$ cat config.mk
export PLATFORM = sky130hd
export DESIGN_NAME = lcdid_decoder
export DESIGN_NICKNAME = d
export VERILOG_FILES = /design/src/lcdid_pkg.sv /design/src/lcdid_decoder.sv
export SDC_FILE = /design/constraint.sdc
export NUM_CORES = 1
export LEC_CHECK = 0
export BUFFER_PORTS_ARGS = -buffer_cell sky130_fd_sc_hd__buf_2
export CAP_MARGIN = 20
export CORE_ASPECT_RATIO = 1.25
export CORE_UTILIZATION = 45
export DETAILED_ROUTE_END_ITERATION = 10
export PLACE_DENSITY = 0.77
export SLEW_MARGIN = 20
export SYNTH_ARGS = -nofsm -noshare
export SYNTH_HDL_FRONTEND = slang
export SYNTH_SLANG_ARGS = --single-unit
export TNS_END_PERCENT = 100
$ cat constraint.sdc
create_clock -name clk -period 2.6 [get_ports clk]
set_input_delay 0 -clock clk [delete_from_list [all_inputs] [get_ports clk]]
set_output_delay 0 -clock clk [all_outputs]
set_load 0.005 [all_outputs]
$ cat src/lcdid_pkg.sv
// Constants for the LCD instruction decoder: codes, fields, widths.
// Assumes a single 100 MHz clock domain.
package lcdid_pkg;
  // ****************************************
  // Instruction codes
  // ****************************************
  localparam logic [7:0] CODE_CHARS = 8'h02;
  localparam logic [7:0] CODE_TDIV = 8'h03;
  localparam logic [7:0] CODE_CROW = 8'h04;
  localparam logic [7:0] CODE_START_LO = 8'h08;
  localparam logic [7:0] CODE_START_HI = 8'h09;
  localparam logic [7:0] CODE_CUR_LO = 8'h0a;
  localparam logic [7:0] CODE_CUR_HI = 8'h0b;
  localparam logic [7:0] CODE_WRITE = 8'h0c;
  localparam logic [7:0] CODE_READ = 8'h0d;
  localparam logic [7:0] CODE_BCLR = 8'h0e;
  localparam logic [7:0] CODE_BSET = 8'h0f;
  // ****************************************
  // Fields and reset values
  // ****************************************
  localparam int BUSY_BIT = 7;
  localparam int CARRY_BIT = 7;
  localparam int ROW_W = 4;
  localparam int BIDX_W = 3;
  localparam int CHAR_ADDR_W = 12;
  localparam logic [7:0] BYTE_RST = 8'h00;
  localparam logic [15:0] ADDR_RST = 16'h0000;
  localparam logic [15:0] ADDR_ONE = 16'h0001;
  localparam logic [7:0] BYTE_ONE = 8'h01;
  localparam logic [3:0] NIBBLE_ZERO = 4'h0;
  localparam logic [6:0] STATUS_PAD = 7'h00;
  // ****************************************
  // Buffer and executor
  // ****************************************
  localparam int FIFO_DEPTH = 2;
  localparam logic [1:0] FIFO_FULL = 2'h2;
  localparam logic [1:0] FIFO_EMPTY = 2'h0;
  localparam logic [1:0] CNT_ONE = 2'h1;
  typedef enum logic [1:0] {S_IDLE, S_READ, S_MODIFY, S_WRITE} lcdid_state_e;
endpackage

$ cat src/lcdid_decoder.sv
// Instruction decoder of a dot-matrix graphic LCD controller.
// Host bus pins are asynchronous; RAM port and mode inputs share clk.
`timescale 1ns/1ps
`default_nettype none

// Contract
// Row count stored as value minus one
// Time-division count stored as count minus one
// Cursor row stored minus one, bits 3-0
// Cursor wins over character; hidden past pitch
// Cursor width equals horizontal pitch
// Start address; char mode drops top nibble
// Start address gives top-left fetch location
// Low-byte bit7 fall increments high byte
// Host loads low before high byte
// Cursor address is RAM and cursor location
// Data write stores, then cursor increments
// Read returns buffer, refills, increments cursor
// Host discards first read after load
// Bit set/clear at cursor, then increment
// Status read shows busy on bit 7
// Host waits for busy clear
// Instruction write leaves busy untouched
// Busy readable at any time
// Code byte selects, data byte executes
// Row count means chars or bytes
// Unknown codes are ignored entirely
// Busy from data accept until update done
module lcdid_decoder
  import lcdid_pkg::*;
(
  input wire logic clk,
  input wire logic reset_n,
  input wire logic host_enable,
  input wire logic register_select,
  input wire logic host_read,
  input wire logic [7:0] host_bus_lines_in,
  output logic [7:0] host_bus_lines_out,
  output logic host_bus_lines_oe,
  output logic ram_req,
  output logic ram_we,
  output logic [15:0] ram_addr,
  output logic [7:0] ram_wdata,
  input wire logic ram_ack,
  input wire logic [7:0] ram_rdata,
  input wire logic graphic_mode,
  input wire logic cursor_on,
  input wire logic [3:0] vert_pitch_m1,
  input wire logic [2:0] horiz_pitch_m1,
  output logic [7:0] chars_per_row,
  output logic [7:0] time_division_count,
  output logic [3:0] cursor_row,
  output logic [15:0] display_start,
  output logic [15:0] cursor_address,
  output logic cursor_shown,
  output logic [2:0] cursor_width_m1,
  output logic busy
);
  // ****************************************
  // Host pin synchronisers
  // ****************************************
  logic en_s1_q, en_s2_q, en_s3_q;
  logic rs_s1_q, rs_s2_q, rd_s1_q, rd_s2_q;
  logic [7:0] din_s1_q, din_s2_q;

  always_ff @(posedge clk or negedge reset_n) begin
    if (!reset_n) begin
      en_s1_q <= 1'b0;
      en_s2_q <= 1'b0;
      en_s3_q <= 1'b0;
      rs_s1_q <= 1'b0;
      rs_s2_q <= 1'b0;
      rd_s1_q <= 1'b0;
      rd_s2_q <= 1'b0;
      din_s1_q <= BYTE_RST;
      din_s2_q <= BYTE_RST;
    end else begin
      en_s1_q <= host_enable;
      en_s2_q <= en_s1_q;
      en_s3_q <= en_s2_q;
      rs_s1_q <= register_select;
      rs_s2_q <= rs_s1_q;
      rd_s1_q <= host_read;
      rd_s2_q <= rd_s1_q;
      din_s1_q <= host_bus_lines_in;
      din_s2_q <= din_s1_q;
    end
  end

  // ****************************************
  // Strobe decode
  // ****************************************
  // Access completes on the falling enable edge, once pins are settled.
  logic [7:0] code_q;
  wire strobe_end = en_s3_q & ~en_s2_q;
  wire code_wr = strobe_end & rs_s2_q & ~rd_s2_q;
  wire data_wr = strobe_end & ~rs_s2_q & ~rd_s2_q;
  wire data_rd = strobe_end & ~rs_s2_q & rd_s2_q & (code_q == CODE_READ);
  wire code_known = (code_q == CODE_CHARS) | (code_q == CODE_TDIV) |
                    (code_q == CODE_CROW) | (code_q == CODE_START_LO) |
                    (code_q == CODE_START_HI) | (code_q == CODE_CUR_LO) |
                    (code_q == CODE_CUR_HI) | (code_q == CODE_WRITE) |
                    (code_q == CODE_BCLR) | (code_q == CODE_BSET);
  // Unknown codes never enter the buffer, so nothing moves.
  wire push_req = (data_wr & code_known) | data_rd;  // see

  // Instruction byte is latched directly, outside the busy path.
  always_ff @(posedge clk or negedge reset_n) begin
    if (!reset_n) begin
      code_q <= BYTE_RST;
    end else if (code_wr) begin
      code_q <= din_s2_q;  // see
    end
  end

  // ****************************************
  // Two-entry operation buffer
  // ****************************************
  // A host ignoring busy can overrun it; such a write is dropped.
  logic [7:0] fifo_code [FIFO_DEPTH];
  logic [7:0] fifo_data [FIFO_DEPTH];
  logic fifo_wp_q, fifo_rp_q;
  logic [1:0] fifo_cnt_q;
  lcdid_state_e st_q;
  wire fifo_in_ready = (fifo_cnt_q != FIFO_FULL);
  wire fifo_out_valid = (fifo_cnt_q != FIFO_EMPTY);
  wire fifo_out_ready = (st_q == S_IDLE);
  wire push = push_req & fifo_in_ready;
  wire pop = fifo_out_valid & fifo_out_ready;
  wire [7:0] op_code = fifo_code[fifo_rp_q];
  wire [7:0] op_data = fifo_data[fifo_rp_q];

  always_ff @(posedge clk) begin
    if (push) begin
      fifo_code[fifo_wp_q] <= code_q;
      fifo_data[fifo_wp_q] <= din_s2_q;
    end
  end

  always_ff @(posedge clk or negedge reset_n) begin
    if (!reset_n) begin
      fifo_wp_q <= 1'b0;
      fifo_rp_q <= 1'b0;
      fifo_cnt_q <= FIFO_EMPTY;
    end else begin
      fifo_wp_q <= fifo_wp_q ^ push;
      fifo_rp_q <= fifo_rp_q ^ pop;
      if (push & ~pop) begin
        fifo_cnt_q <= fifo_cnt_q + CNT_ONE;
      end else if (pop & ~push) begin
        fifo_cnt_q <= fifo_cnt_q - CNT_ONE;
      end
    end
  end

  // ****************************************
  // Executor
  // ****************************************
  logic [7:0] chars_q, tdiv_q, start_lo_q, start_hi_q, obuf_q, wdata_q;
  logic [3:0] crow_q;
  logic [15:0] cur_q;
  logic [BIDX_W-1:0] bidx_q;
  logic bset_q, req_q, we_q, rd_op_q;

  function automatic logic [7:0] bit_mask(input logic [BIDX_W-1:0] idx);
    bit_mask = BYTE_ONE << idx;
  endfunction

  wire is_ram_op = (op_code == CODE_WRITE) | (op_code == CODE_READ) |
                   (op_code == CODE_BCLR) | (op_code == CODE_BSET);
  wire lo_carry = cur_q[CARRY_BIT] & ~op_data[CARRY_BIT];
  wire [7:0] modified = bset_q ? (ram_rdata | bit_mask(bidx_q))
                               : (ram_rdata & ~bit_mask(bidx_q));
  wire rd_done = (st_q == S_READ) & ram_ack;
  wire wr_done = (st_q == S_WRITE) & ram_ack;
  wire [15:0] cur_inc = cur_q + ADDR_ONE;

  always_ff @(posedge clk or negedge reset_n) begin
    if (!reset_n) begin
      st_q <= S_IDLE;
      req_q <= 1'b0;
      we_q <= 1'b0;
      wdata_q <= BYTE_RST;
      bidx_q <= '0;
      bset_q <= 1'b0;
    end else begin
      case (st_q)
        S_IDLE: begin
          if (pop & is_ram_op) begin
            req_q <= 1'b1;
            we_q <= (op_code == CODE_WRITE);
            wdata_q <= op_data;
            bidx_q <= op_data[BIDX_W-1:0];
            bset_q <= (op_code == CODE_BSET);
            st_q <= (op_code == CODE_WRITE) ? S_WRITE : S_READ;
          end
        end
        S_READ: begin
          if (ram_ack) begin
            req_q <= 1'b0;
            // Read data stands only in the ack cycle, so merge it here
            wdata_q <= modified;
            st_q <= rd_op_q ? S_IDLE : S_MODIFY;
          end
        end
        S_MODIFY: begin
          req_q <= 1'b1;
          we_q <= 1'b1;
          st_q <= S_WRITE;
        end
        S_WRITE: begin
          if (ram_ack) begin
            req_q <= 1'b0;
            we_q <= 1'b0;
            st_q <= S_IDLE;
          end
        end
        default: begin
          st_q <= S_IDLE;
        end
      endcase
    end
  end

  // Read-op marker kept beside the state so the refill skips modify.
  always_ff @(posedge clk or negedge reset_n) begin
    if (!reset_n) begin
      rd_op_q <= 1'b0;
    end else if (pop) begin
      rd_op_q <= (op_code == CODE_READ);
    end
  end

  // ****************************************
  // Setting registers and cursor counter
  // ****************************************
  always_ff @(posedge clk or negedge reset_n) begin
    if (!reset_n) begin
      chars_q <= BYTE_RST;
      tdiv_q <= BYTE_RST;
      crow_q <= NIBBLE_ZERO;
      start_lo_q <= BYTE_RST;
      start_hi_q <= BYTE_RST;
      cur_q <= ADDR_RST;
      obuf_q <= BYTE_RST;
    end else begin
      if (pop) begin
        case (op_code)
          CODE_CHARS: chars_q <= op_data;  // see
          CODE_TDIV: tdiv_q <= op_data;
          CODE_CROW: crow_q <= op_data[ROW_W-1:0];
          CODE_START_LO: start_lo_q <= op_data;
          CODE_START_HI: start_hi_q <= op_data;
          CODE_CUR_LO: begin
            // Counter behaviour: a falling bit 7 ripples into the high byte.
            cur_q[7:0] <= op_data;  // see
            if (lo_carry) begin
              cur_q[15:8] <= cur_q[15:8] + BYTE_ONE;
            end
          end
          CODE_CUR_HI: cur_q[15:8] <= op_data;
          default: begin
          end
        endcase
      end
      if (rd_done & rd_op_q) begin
        obuf_q <= ram_rdata;  // see
        cur_q <= cur_inc;
      end
      if (wr_done) begin
        cur_q <= cur_inc;  // see
      end
    end
  end

  // ****************************************
  // Outputs
  // ****************************************
  wire busy_d = push | fifo_out_valid | (st_q != S_IDLE);
  wire drive_d = en_s2_q & rd_s2_q;
  wire [7:0] bus_d = rs_s2_q ? {busy, STATUS_PAD} : obuf_q;
  wire [15:0] start_full = {start_hi_q, start_lo_q};
  wire [15:0] start_d = graphic_mode ? start_full :
                        {NIBBLE_ZERO, start_full[CHAR_ADDR_W-1:0]};

  always_ff @(posedge clk or negedge reset_n) begin
    if (!reset_n) begin
      busy <= 1'b0;
      host_bus_lines_oe <= 1'b0;
      host_bus_lines_out <= BYTE_RST;
      display_start <= ADDR_RST;
      cursor_shown <= 1'b0;
      cursor_width_m1 <= '0;
    end else begin
      busy <= busy_d;  // see
      host_bus_lines_oe <= drive_d;
      host_bus_lines_out <= bus_d;  // see
      display_start <= start_d;  // see
      cursor_shown <= cursor_on & (crow_q <= vert_pitch_m1);  // see
      cursor_width_m1 <= horiz_pitch_m1;
    end
  end

  assign ram_req = req_q;
  assign ram_we = we_q;
  assign ram_addr = cur_q;
  assign ram_wdata = wdata_q;
  assign chars_per_row = chars_q;
  assign time_division_count = tdiv_q;
  assign cursor_row = crow_q;
  assign cursor_address = cur_q;
endmodule

`default_nettype wire

## After elaboration in Yosys (flattened, before gate mapping)

Memory sizes are Yosys's and may differ from the RTL's.
Cells that the tools add are included.

- Order comparisons: 1
- Shift operators: 1
- Equal/unequal tests: 31
- Add/subtract/negate cells: 4
- Bitwise logic cells: 45
- Mux-type cells: 27
- Reductions and logical operators: 22

Operators by type and width:

| cell | count |
|---|---|
| equality test 8 x 4 -> 1 bit (second input constant) | 16 |
| two-way mux 16 bit | 4 |
| two-way mux 8 bit | 6 |
| equality test 8 x 2 -> 1 bit (second input constant) | 4 |
| one-hot mux 8 bit (2 select lines) | 2 |
| bitwise AND 1 bit | 19 |
| adder 16 x 1 -> 16 bit (second input constant) | 1 |
| equality test 8 x 3 -> 1 bit (second input constant) | 2 |
| AND reduction 2 bit | 8 |
| OR 1 bit | 15 |
| two-way mux 2 bit | 7 |
| AND reduction 3 bit | 4 |
| nonzero test 3 bit | 3 |
| adder 8 x 1 -> 8 bit (second input constant) | 1 |
| bitwise AND 8 bit | 1 |
| NOT 8 bit | 1 |
| OR 8 bit | 1 |
| one-hot mux 2 bit (4 select lines) | 1 |
| nonzero test 2 bit | 4 |
| << shifter 1 x 3 -> 8 bit (first input constant) | 1 |
| != test 2 bit (second input constant) | 3 |
| NOT 1 bit | 6 |
| one-hot mux 1 bit (3 select lines) | 2 |
| two-way mux 1 bit | 5 |
| 11 further kinds | 14 |

- Output and inout port bits: 92
- Word-level logic and storage cells: 167
- RAM bits: 32
- Input port bits: 31
- Register bits after elaboration: 142
- Memories: 2

Memories:

| memory | depth | width | rd ports | clocked after Yosys merged registers in | write ports | RTL line | RTL |
|---|---|---|---|---|---|---|---|
| fifo_code | 2 | 8 | 1 | 0 | 1 | lcdid_decoder.sv:120 | `logic [7:0] fifo_code [FIFO_DEPTH];` |
| fifo_data | 2 | 8 | 1 | 0 | 1 | lcdid_decoder.sv:121 | `logic [7:0] fifo_data [FIFO_DEPTH];` |

## Logic depth before layout (Yosys ltp)

Gate-level depths: netlist (run 1).

- Depth after elaboration: 17
- Depth in mapped cells: 8
- Mapped depth without buffers: 8

## Worst setup path before layout (run 1)

Ideal clock, no wire load.

- Path kind: register -> register
- Start point: register en_s2_q
- End point: memory fifo_code[0][0], enable pin
- Library setup time: 0.374 ns
- Slack: 0.175 ns
- Cell stages (with the launch flop): 5
- Buffers on the path: 0
- Required time: 2.226 ns
- Arrival time: 2.051 ns
- Clock period less this slack: 2.425 ns
- Cell sequence: dfrtp_1 -> nor4b_1 -> o21ai_0 -> a2111oi_0 -> ha_1

- Longest elaborated chain between the ends: 9
- Elaborated cells between the ends (all ways): 11
- Those cells by class: mux: 2; bitwise: 9

Ends and longest elaborated chain:

| item | RTL line | RTL |
|---|---|---|
| start, declared | lcdid_decoder.sv:62 | `logic en_s1_q, en_s2_q, en_s3_q;` |
| start signal, assigned | lcdid_decoder.sv:79 | `en_s2_q <= en_s1_q;` |
| NOT 1 bit * | lcdid_decoder.sv:95 | `wire strobe_end = en_s3_q & ~en_s2_q;` |
| bitwise AND 1 bit * | lcdid_decoder.sv:95 |  |
| bitwise AND 1 bit * | lcdid_decoder.sv:97, lcdid_decoder.sv:98 |  |
| bitwise AND 1 bit (on tied branches) | lcdid_decoder.sv:97, lcdid_decoder.sv:98 |  |
| bitwise AND 1 bit (on tied branches) | lcdid_decoder.sv:105, lcdid_decoder.sv:98 |  |
| OR 1 bit * | lcdid_decoder.sv:105 | `wire push_req = (data_wr & code_known) \| data_rd;` |
| bitwise AND 1 bit * | lcdid_decoder.sv:128 | `wire push = push_req & fifo_in_ready;` |
| two-way mux 1 bit * | lcdid_decoder.sv:134 | `if (push) begin` |
| two-way mux 1 bit (implied by the code) * | lcdid_decoder.sv:135 | `fifo_code[fifo_wp_q] <= code_q;` |
| end, declared | lcdid_decoder.sv:120 |  |

Mark *: on every way between the ends. The rest lies on a longest branch, timed or not.

## Worst setup path in the final report (run 1)

- Start point: register fifo_rp_q
- End point: register crow_q[1] (netlist: cursor_row[1])

- Longest elaborated chain between the ends: 3
- Elaborated cells between the ends (all ways): 4
- Those cells by class: eq/ne: 1; reduce/logical: 1; memory: 2

Ends and longest elaborated chain:

| item | RTL line | RTL |
|---|---|---|
| start, declared | lcdid_decoder.sv:122 | `logic fifo_wp_q, fifo_rp_q;` |
| start signal, assigned | lcdid_decoder.sv:147 | `fifo_rp_q <= fifo_rp_q ^ pop;` |
| memory (2 x 8 bit) | - |  |
| equality test 8 x 3 -> 1 bit | lcdid_decoder.sv:248 | `case (op_code)` |
| AND reduction 2 bit (no line) | - |  |
| end signal, assigned | lcdid_decoder.sv:251 | `CODE_CROW: crow_q <= op_data[ROW_W-1:0];` |
| end, declared | lcdid_decoder.sv:160 | `logic [3:0] crow_q;` |

Several ways; a longest one is shown, not always the timed one.
A chain may end at the register's enable or synchronous reset.

==> results of run 1 <==
## registers in the layout, summed over array words and instances, names as in the netlist, 16 cells and up
register,flops
cursor_address,16
display_start,16
fifo_code,16
fifo_data,16
## cell families after synthesis
group | share of synthesized area
xor gates and xnor gates | 0.00607
buffers and inverters | 0.0352
and+or+nand+nor | 0.106
AOI/OAI and AO/OA | 0.0851
muxes | 0.127
DFF | 0.625
adders and majority gates | 0.0156
## synth_stat cells, types with 3 or more instances
master,instances
sky130_fd_sc_hd__dfrtp_1,142
sky130_fd_sc_hd__mux2_2,69
sky130_fd_sc_hd__edfxtp_1,32
sky130_fd_sc_hd__nor2_1,32
sky130_fd_sc_hd__o21ai_0,20
sky130_fd_sc_hd__a21oi_1,19
sky130_fd_sc_hd__nand2_1,18
sky130_fd_sc_hd__buf_4,16
sky130_fd_sc_hd__inv_1,14
sky130_fd_sc_hd__mux2i_1,14
sky130_fd_sc_hd__nand3_1,14
sky130_fd_sc_hd__nor3_1,14
sky130_fd_sc_hd__clkbuf_1,13
sky130_fd_sc_hd__and2_1,9
sky130_fd_sc_hd__ha_1,9
sky130_fd_sc_hd__nor2b_1,9
sky130_fd_sc_hd__nand4_1,7
sky130_fd_sc_hd__nand3b_1,5
sky130_fd_sc_hd__nor4_1,5
sky130_fd_sc_hd__o22a_1,5
sky130_fd_sc_hd__a211oi_1,4
sky130_fd_sc_hd__a22oi_1,4
sky130_fd_sc_hd__and3_1,4
sky130_fd_sc_hd__nand2b_1,4
sky130_fd_sc_hd__nor3b_1,4
sky130_fd_sc_hd__a211o_1,3
sky130_fd_sc_hd__a22o_1,3
sky130_fd_sc_hd__a31oi_1,3
sky130_fd_sc_hd__o21a_1,3
sky130_fd_sc_hd__xnor2_1,3
## power by group through the flow
stage | combinational (mW) | sequential, mW | clock, mW
after CTS | 1.72 | 3.51 | 2.52
after global routing | 1.88 | 3.56 | 2.65
after detailed placement | 1.68 | 3.56 | 0
after global placement | 1.63 | 3.53 | 0
after floorplan | 1.15 | 3.44 | 0
final | 1.71 | 3.51 | 2.48
## metrics by stage
stage	hold WS [ns]	total power, mW	instance area, um2
final	0.0716	7.71	8890
after global routing	0.118	8.08	8890
after floorplan	-0.296	4.59	7220
after global placement	0.00679	5.16	8060
after CTS	0.0717	7.75	8890
after detailed placement	0.0139	5.24	8060
## worst reg2reg max path: stages (launching register included)
cell and delay, ns:
sky130_fd_sc_hd__dfrtp_1 0.43, sky130_fd_sc_hd__buf_4 0.20, sky130_fd_sc_hd__nor3_1 0.27, sky130_fd_sc_hd__a22o_1 0.45
sky130_fd_sc_hd__nand3_1 0.13, sky130_fd_sc_hd__nor3_1 0.29, sky130_fd_sc_hd__buf_4 0.20, sky130_fd_sc_hd__mux2_2 0.32
## routing by layer
metal	vias to the layer above	global-route usage
met5	-	0
met4	0	0.0820
met3	32	0.0502
met2	163	0.358
met1	2456	0.245
li1	2299	-
## cells in the final DEF (no fill, tap or decap), drive strengths merged, types with 18 or more instances in the layout
| cell | Yosys | layout |
|---|---|---|
| buf | 21 | 143 |
| dfrtp | 142 | 142 |
| mux2 | 69 | 69 |
| nor2 | 34 | 34 |
| edfxtp | 32 | 32 |
| dlygate4sd3 | 0 | 26 |
| clkbuf | 13 | 22 |
| o21ai | 20 | 20 |
| a21oi | 20 | 20 |
| nand2 | 18 | 18 |
## path summary, 6_finish.rpt
| check | start | endpoint | slack, ns | depth (start not counted) |
|---|---|---|---|---|
| min | vert_pitch_m1[0] | cursor_shown | 0.07 | 4 |
| max | fifo_rp_q | cursor_row[1] | 0.20 | 7 |
| max reg2reg | fifo_rp_q | cursor_row[1] | 0.20 | 7 |
| min in group asynchronous | reset_n | rs_s1_q | 0.12 | 2 |
| max in group asynchronous | reset_n | host_bus_lines_out[2] | 1.53 | 3 |
| min reg2reg | din_s1_q[0] | din_s2_q[0] | 0.35 | 0 |
## cell type report
type / instances / area [um2] / share of cell area
sequential: 174 / 4510 / 0.508
multi-input combinational: 326 / 2450 / 0.275
timing repair buffer: 169 / 1030 / 0.116
clock buffer: 22 / 464 / 0.0522
tap: 212 / 265 / 0.0298
clock inverter: 9 / 110 / 0.0124
inverter: 15 / 56.3 / 0.00633
==> results.md, run 1 <==
* Result of the run: finished clean
* Fraction of synthesis flops using an asynchronous set or reset pin at 0.816
* Number of nets with antenna violations after routing at 0
* Cts repair resizes at 0
* Count of non-filler cells in the finished layout at 927
* Number of library cell types mapped by synthesis at 64
* Fraction of layout instances using a drive strength above 1 at 0.347
* Fmax at 416 MHz
* Arrival time worst endpoint at 2.71 ns
* Standby leakage power at 4.12 nW
* IR Drop Worst-Case VDD at 0.618 mV
* Routability Congestion at 0.872
* Die Y at 144 um
* Worst Setup End Kind: register
* Effective utilization at floorplan at 0.462
* Leftover overflow at the end of global routing at 0
* Number of global-route vias before repair at 4897
* Delay contributed by the slowest stage of the critical path at 0.45 ns
* Library cell with the largest summed area after synthesis: sky130_fd_sc_hd__dfrtp_1
* DRC violation count after routing at 0
* Tightest Pin Transition at 0.563 ns
* Post-synthesis instance area at 7220 um2
* Post-route setup TNS at 0 ns
* First-pass GRT wire length at 25400 um
* Largest net degree at the start of global routing at 64
* Pins Over Slew Limit at 0
* Power share of the combinational group at 0.223
* Cell Int Power at 5.40 mW
* Headroom to the max-slew limit at 0.625
* Met2 Wirelength at 8340 um
* Number of I/O pins at 123
* Post-synth EDFFs at 32
* Core occupancy in the finished layout at 0.569
* Tmin final at 2.40 ns
* Maximum level of the CTS H-tree at 4
* Max Fanout on Critical Path at 12
* Topmost layer with routed signal wires: met4
* Antenna diode instance count at 0
* Drt initial violations at 277
* Unrepaired setup endpoints after global routing: false
* Nature of the critical path startpoint: register
* Final hold violation count at 0
* Final routed wirelength across all metal layers at 16200 um
* Area growth from synthesis to final layout at 23.2%
* Cell area power density at 866 nW/um2
* Pre-CTS setup slack at 0.264 ns
* Filler Cell Count at 1261
* CTS clock-pin slew for the worst setup and hold paths at 0.06 ns
* CTS tree: done
* Clock power frac at 0.322
* Final Worst Setup Slack at 0.195 ns
* Vias/cell at 5.34
* Number of instances in the synthesized netlist at 549
* Buffer levels on the longest clock path at 2
* Net switching share of the total power at 0.300
* Min-Delay Path Class: in -> reg
* Clock buffers created by TritonCTS at 17
* HPWL after detailed placement at 11100 um
* Count of buffer and inverter cells on the critical path at 2
* Hold buffer count at cts at 26
* Number of endpoints failing setup at the final stage at 0
* GRT Total Usage at 0.206
* Top cell type's share of synthesized area at 0.492
* Count of placed standard cells including taps at 870
* Antenna violations before repair at 0
* Post-route fraction of the period consumed by the critical path at 0.925
* Die area at 16600 um2
* Crit path cell chain: buf_4 -> nor3_1 -> a22o_1 -> nand3_1 -> nor3_1 -> buf_4 -> mux2_2
* Floorplan die width at 115 um
* CP Data Required Time at 2.90 ns
* Reported net switching power at 2.31 mW
* Rows at 51
* Clock Sinks at 174
* Met1 WL at 6680 um
* Slowest CP cell: sky130_fd_sc_hd__a22o_1
* Flop pwr share at 0.455
* Drt first pass iters at 4
* Routed vias at 4950
* Synth warn at 0
* Count of input and output buffers at 122
* Max_cap viols at 0
* Clock tree root buffer cell: sky130_fd_sc_hd__clkbuf_16
* Post-synthesis sequential element count at 174
* Share of the yosys chip area belonging to registers at 0.625
* Type of the worst setup path: reg -> reg
* Average wire per standard cell at 17.5 um
* Most common flop cell mapped by yosys: sky130_fd_sc_hd__dfrtp_1
* Met3 wire length at 775 um
* Net count after synthesis at 589
* Number of nets in the layout at 743
* Most area-consuming cells after synthesis: sky130_fd_sc_hd__dfrtp_1, sky130_fd_sc_hd__edfxtp_1, sky130_fd_sc_hd__mux2_2, sky130_fd_sc_hd__mux2i_1, sky130_fd_sc_hd__buf_4
* Clock insertion delay at the later pin of the skew report at 0.42 ns
* Area of the placeable core at 15600 um2
* Mean instance size in the synthesized netlist at 13.1 um2
* Setup clock skew after layout at 0.00802 ns
* Number of post-CTS setup repair buffers at 0
* Crit path max-delay family: simple AND/OR/NAND/NOR gates
Note: power is estimated with default switching activity, not from simulation.
==> run 2: changes to the inputs <==
--- a/config.mk
+++ b/config.mk
@@ -5,6 +5,7 @@
 export SDC_FILE = /design/constraint.sdc
 export NUM_CORES = 1
 export LEC_CHECK = 0
+export ABC_AREA = 1
 export BUFFER_PORTS_ARGS = -buffer_cell sky130_fd_sc_hd__buf_2
 export CAP_MARGIN = 20
 export CORE_ASPECT_RATIO = 1.25
==> run 2 against run 1 <==
Net effect: routed wire length decreased by 1.7%; non-clock buffer count decreased by 17; power up 13%; first-iteration DRC count increased by 35%; cell count up 21%; combinational power grew 43%; clock skew is 0.0011 ns lower.
==> results.md, run 2 <==
* Worst r2r src: fifo_rp_q
* Max_cap viols at 0 (unchanged)
* Cell area power density at 978 nW/um2 (+13%)
* DRC violation count after routing at 0 (unchanged)
* Fmax at 419 MHz (+0.71%)
* Post-synthesis instance area at 7360 um2 (+2.0%)
* Nature of the critical path startpoint: register
* Top cell type's share of synthesized area at 0.483 (-0.00979)
* Clock Sinks at 174 (unchanged)
* IR Drop Worst-Case VDD at 0.477 mV (-23%)
* Share of the yosys chip area belonging to registers at 0.613 (-0.0124)
* Floorplan die width at 116 um (+0.99%)
* Most area-consuming cells after synthesis: sky130_fd_sc_hd__dfrtp_1, sky130_fd_sc_hd__edfxtp_1, sky130_fd_sc_hd__nand2_1, sky130_fd_sc_hd__o21ai_0, sky130_fd_sc_hd__inv_1
* Clock tree root buffer cell: sky130_fd_sc_hd__clkbuf_16
* Leftover overflow at the end of global routing at 0 (unchanged)
* Fraction of layout instances using a drive strength above 1 at 0.215 (-0.132)
* Setup clock skew after layout at 0.00695 ns (-0.00107 ns)
* Area growth from synthesis to final layout at 21.3%
* Commonest cells after routing, fill and taps aside: sky130_fd_sc_hd__nand2_1, sky130_fd_sc_hd__dfrtp_1, sky130_fd_sc_hd__buf_2, sky130_fd_sc_hd__inv_1, sky130_fd_sc_hd__o21ai_0
* Die Y at 145 um (+1.0%)
* Worst reg2reg path depth at 9 (+2)
* Final routed wirelength across all metal layers at 15900 um (-1.7%)
* Effective utilization at floorplan at 0.467 (+0.00555)
* Die area at 16900 um2 (+2.0%)
* Post-synth EDFFs at 32 (unchanged)
* Rows at 51 (unchanged)
* CP Data Required Time at 2.92 ns (+0.02 ns)
* Vias/cell at 4.94 (-7.4%)
* Tmin final at 2.39 ns (-0.0170 ns)
* Count of input and output buffers at 122 (unchanged)
* Min-Delay Path Class: in -> reg
* Final hold violation count at 0 (unchanged)
* Number of instances in the synthesized netlist at 760 (+38%)
* Most common flop cell mapped by yosys: sky130_fd_sc_hd__dfrtp_1
* Arrival time worst endpoint at 2.71 ns (about the same)
* Number of nets in the layout at 940 (+27%)
* Antenna violations before repair at 0 (unchanged)
* Buffer levels on the longest clock path at 2 (unchanged)
* Net count after synthesis at 800 (+36%)
* HPWL after detailed placement at 11000 um (-1.2%)
* Clock buffers created by TritonCTS at 17 (unchanged)
* Drt first pass iters at 5 (+1)
* Area of placed instances at 8080 um2 (+0.23%)
* Post-route fraction of the period consumed by the critical path at 0.918 (-0.00655)
* Drt initial violations at 373 (+35%)
* Average wire per standard cell at 14.2 um (-19%)
* Result of the run: finished clean
* Most common cell after layout, fill and taps aside: sky130_fd_sc_hd__nand2_1
* Max Fanout on Critical Path at 16 (+4)
* Standby leakage power at 4.47 nW (+8.6%)
* CTS clock-pin slew for the worst setup and hold paths at 0.07 ns (about the same)
* Pins Over Slew Limit at 0 (unchanged)
* Number of nets with antenna violations after routing at 0 (unchanged)
* FF-to-FF End: ram_we
* Library cell with the largest summed area after synthesis: sky130_fd_sc_hd__dfrtp_1
* Library cell with the highest instance count after synthesis: sky130_fd_sc_hd__nand2_1
* Core occupancy in the finished layout at 0.567 (-0.00223)
* Routed vias at 5556 (+12%)
* Final Worst Setup Slack at 0.213 ns (+0.0170 ns)
* Clock insertion delay at the later pin of the skew report at 0.43 ns (about the same)
* Top post-synthesis cells by count: sky130_fd_sc_hd__nand2_1, sky130_fd_sc_hd__dfrtp_1, sky130_fd_sc_hd__inv_1
* Worst Setup End Kind: register
* Fraction of synthesis flops using an asynchronous set or reset pin at 0.816 (unchanged)
* Post-synthesis sequential element count at 174 (unchanged)
* Type of the worst setup path: reg -> reg
* Number of library cell types mapped by synthesis at 39 (-39%)
* Area of the placeable core at 15800 um2 (+0.82%)
* Critical path origin: fifo_rp_q
* Largest net degree at the start of global routing at 73 (+14%)
* Flop2flop setup slack at 0.21 ns (+0.02 ns)
* Number of I/O pins at 123 (unchanged)
* Headroom to the max-slew limit at 0.564 (-0.0606)
* Worst setup endpoint: ram_we
* Tightest Pin Transition at 0.654 ns (+0.0909 ns)
* CTS tree: done
* Mean instance size in the synthesized netlist at 9.69 um2 (-26%)
* Routability Congestion at 0.858 (-1.6%)
* Maximum level of the CTS H-tree at 4 (unchanged)
* GRT Total Usage at 0.203 (-0.00305)
* First-pass GRT wire length at 26000 um (+2.6%)
* Number of endpoints failing setup at the final stage at 0 (unchanged)
* Total power after layout at 8.73 mW (+13%)
* Number of global-route vias before repair at 5330 (+8.8%)
* Antenna diode instance count at 0 (unchanged)
* Number of post-CTS setup repair buffers at 0 (unchanged)
* Synth warn at 0 (unchanged)
* Post-route setup TNS at 0 ns (unchanged)
* Pre-CTS setup slack at 0.295 ns (+0.0307 ns)
* Post-route cell area at 8930 um2 (+0.42%)
## run 2: cell types whose count changed in the layout (fill, tap and decap cells not counted), sizes merged, moves of 9 or more
cell   previous run  this run
nor2b             9         0
nand3            14        52
mux2             69         5
o21ai            20        78
buf             143       126
mux2i            14         0
nor2             34        52
inv              17        82
nand2            18       228
a21oi            20         6
## run 2: what timing repair did
item,4_1_cts,5_1_grt
hold endpoints to repair,109,0
hold buffers,26,0
setup endpoints to repair,0,3
gates resized for setup,0,1
## run 2: power by group
part / switching (mW) / leakage [nW] / internal, mW
registers: 0.491 / 2.05 / 3.27
clock network: 1.05 / 0.286 / 1.47
logic: 1.53 / 2.14 / 0.915
total: 3.07 / 4.47 / 5.66
## run 2: worst min path at each step
| stage | from | end | slack [ns] | depth (start not counted) |
|---|---|---|---|---|
| finish | vert_pitch_m1[0] | cursor_shown | 0.05 | 4 |
| global route | vert_pitch_m1[0] | cursor_shown | 0.07 | 4 |
| CTS | vert_pitch_m1[0] | cursor_shown | 0.04 | 4 |
| detailed placement | reset_n | cursor_address[14] | 0.04 | 1 |
| global placement | reset_n | cursor_address[14] | 0.05 | 1 |
| floorplan | reset_n | bidx_q[0] | -0.30 | 0 |
## run 2: cell type report
| type | count | area (um2) |
|---|---|---|
| tap | 212 | 265 |
| clock inverter | 12 | 134 |
| clock buffer | 19 | 454 |
| inverter | 79 | 299 |
| fill | 1348 | 6830 |
| timing repair buffer | 152 | 920 |
| sequential | 174 | 4510 |
| multi-input combinational | 476 | 2350 |
## run 2: per-stage QoR
step                hold slack [ns]  std cells
floorplan                    -0.296        760
global placement             0.0451       1067
detailed placement           0.0431       1067
CTS                          0.0358       1124
global route                 0.0692       1124
finish                       0.0483       1124
## run 2: worst max-delay path, stage by stage (launching register included)
cell and delay [ns]:
sky130_fd_sc_hd__dfrtp_1 0.59, sky130_fd_sc_hd__inv_2 0.22, sky130_fd_sc_hd__nor2_1 0.14, sky130_fd_sc_hd__nand3_1 0.09, sky130_fd_sc_hd__nand2_2 0.29, sky130_fd_sc_hd__nand3_1 0.40, sky130_fd_sc_hd__nand2_1 0.24, sky130_fd_sc_hd__nand2_1 0.06
sky130_fd_sc_hd__o21ai_0 0.17, sky130_fd_sc_hd__nand2_1 0.07
## run 2: logic make-up after synthesis
kind of cell	Yosys count	synth area share
mux	5	0.00764
buf+inv	110	0.0691
xor+xnor	6	0.00714
fa+ha+maj	9	0.0153
flops	174	0.613
compound gates	98	0.0754
simple gates	358	0.212
## run 2: per-layer routing
metal,GRT usage,up-vias,share of wire
li1,-,2740,-
met1,0.243,2605,0.41
met2,0.343,170,0.52
met3,0.0359,41,0.040
met4,0.105,0,0.031
met5,0,-,0
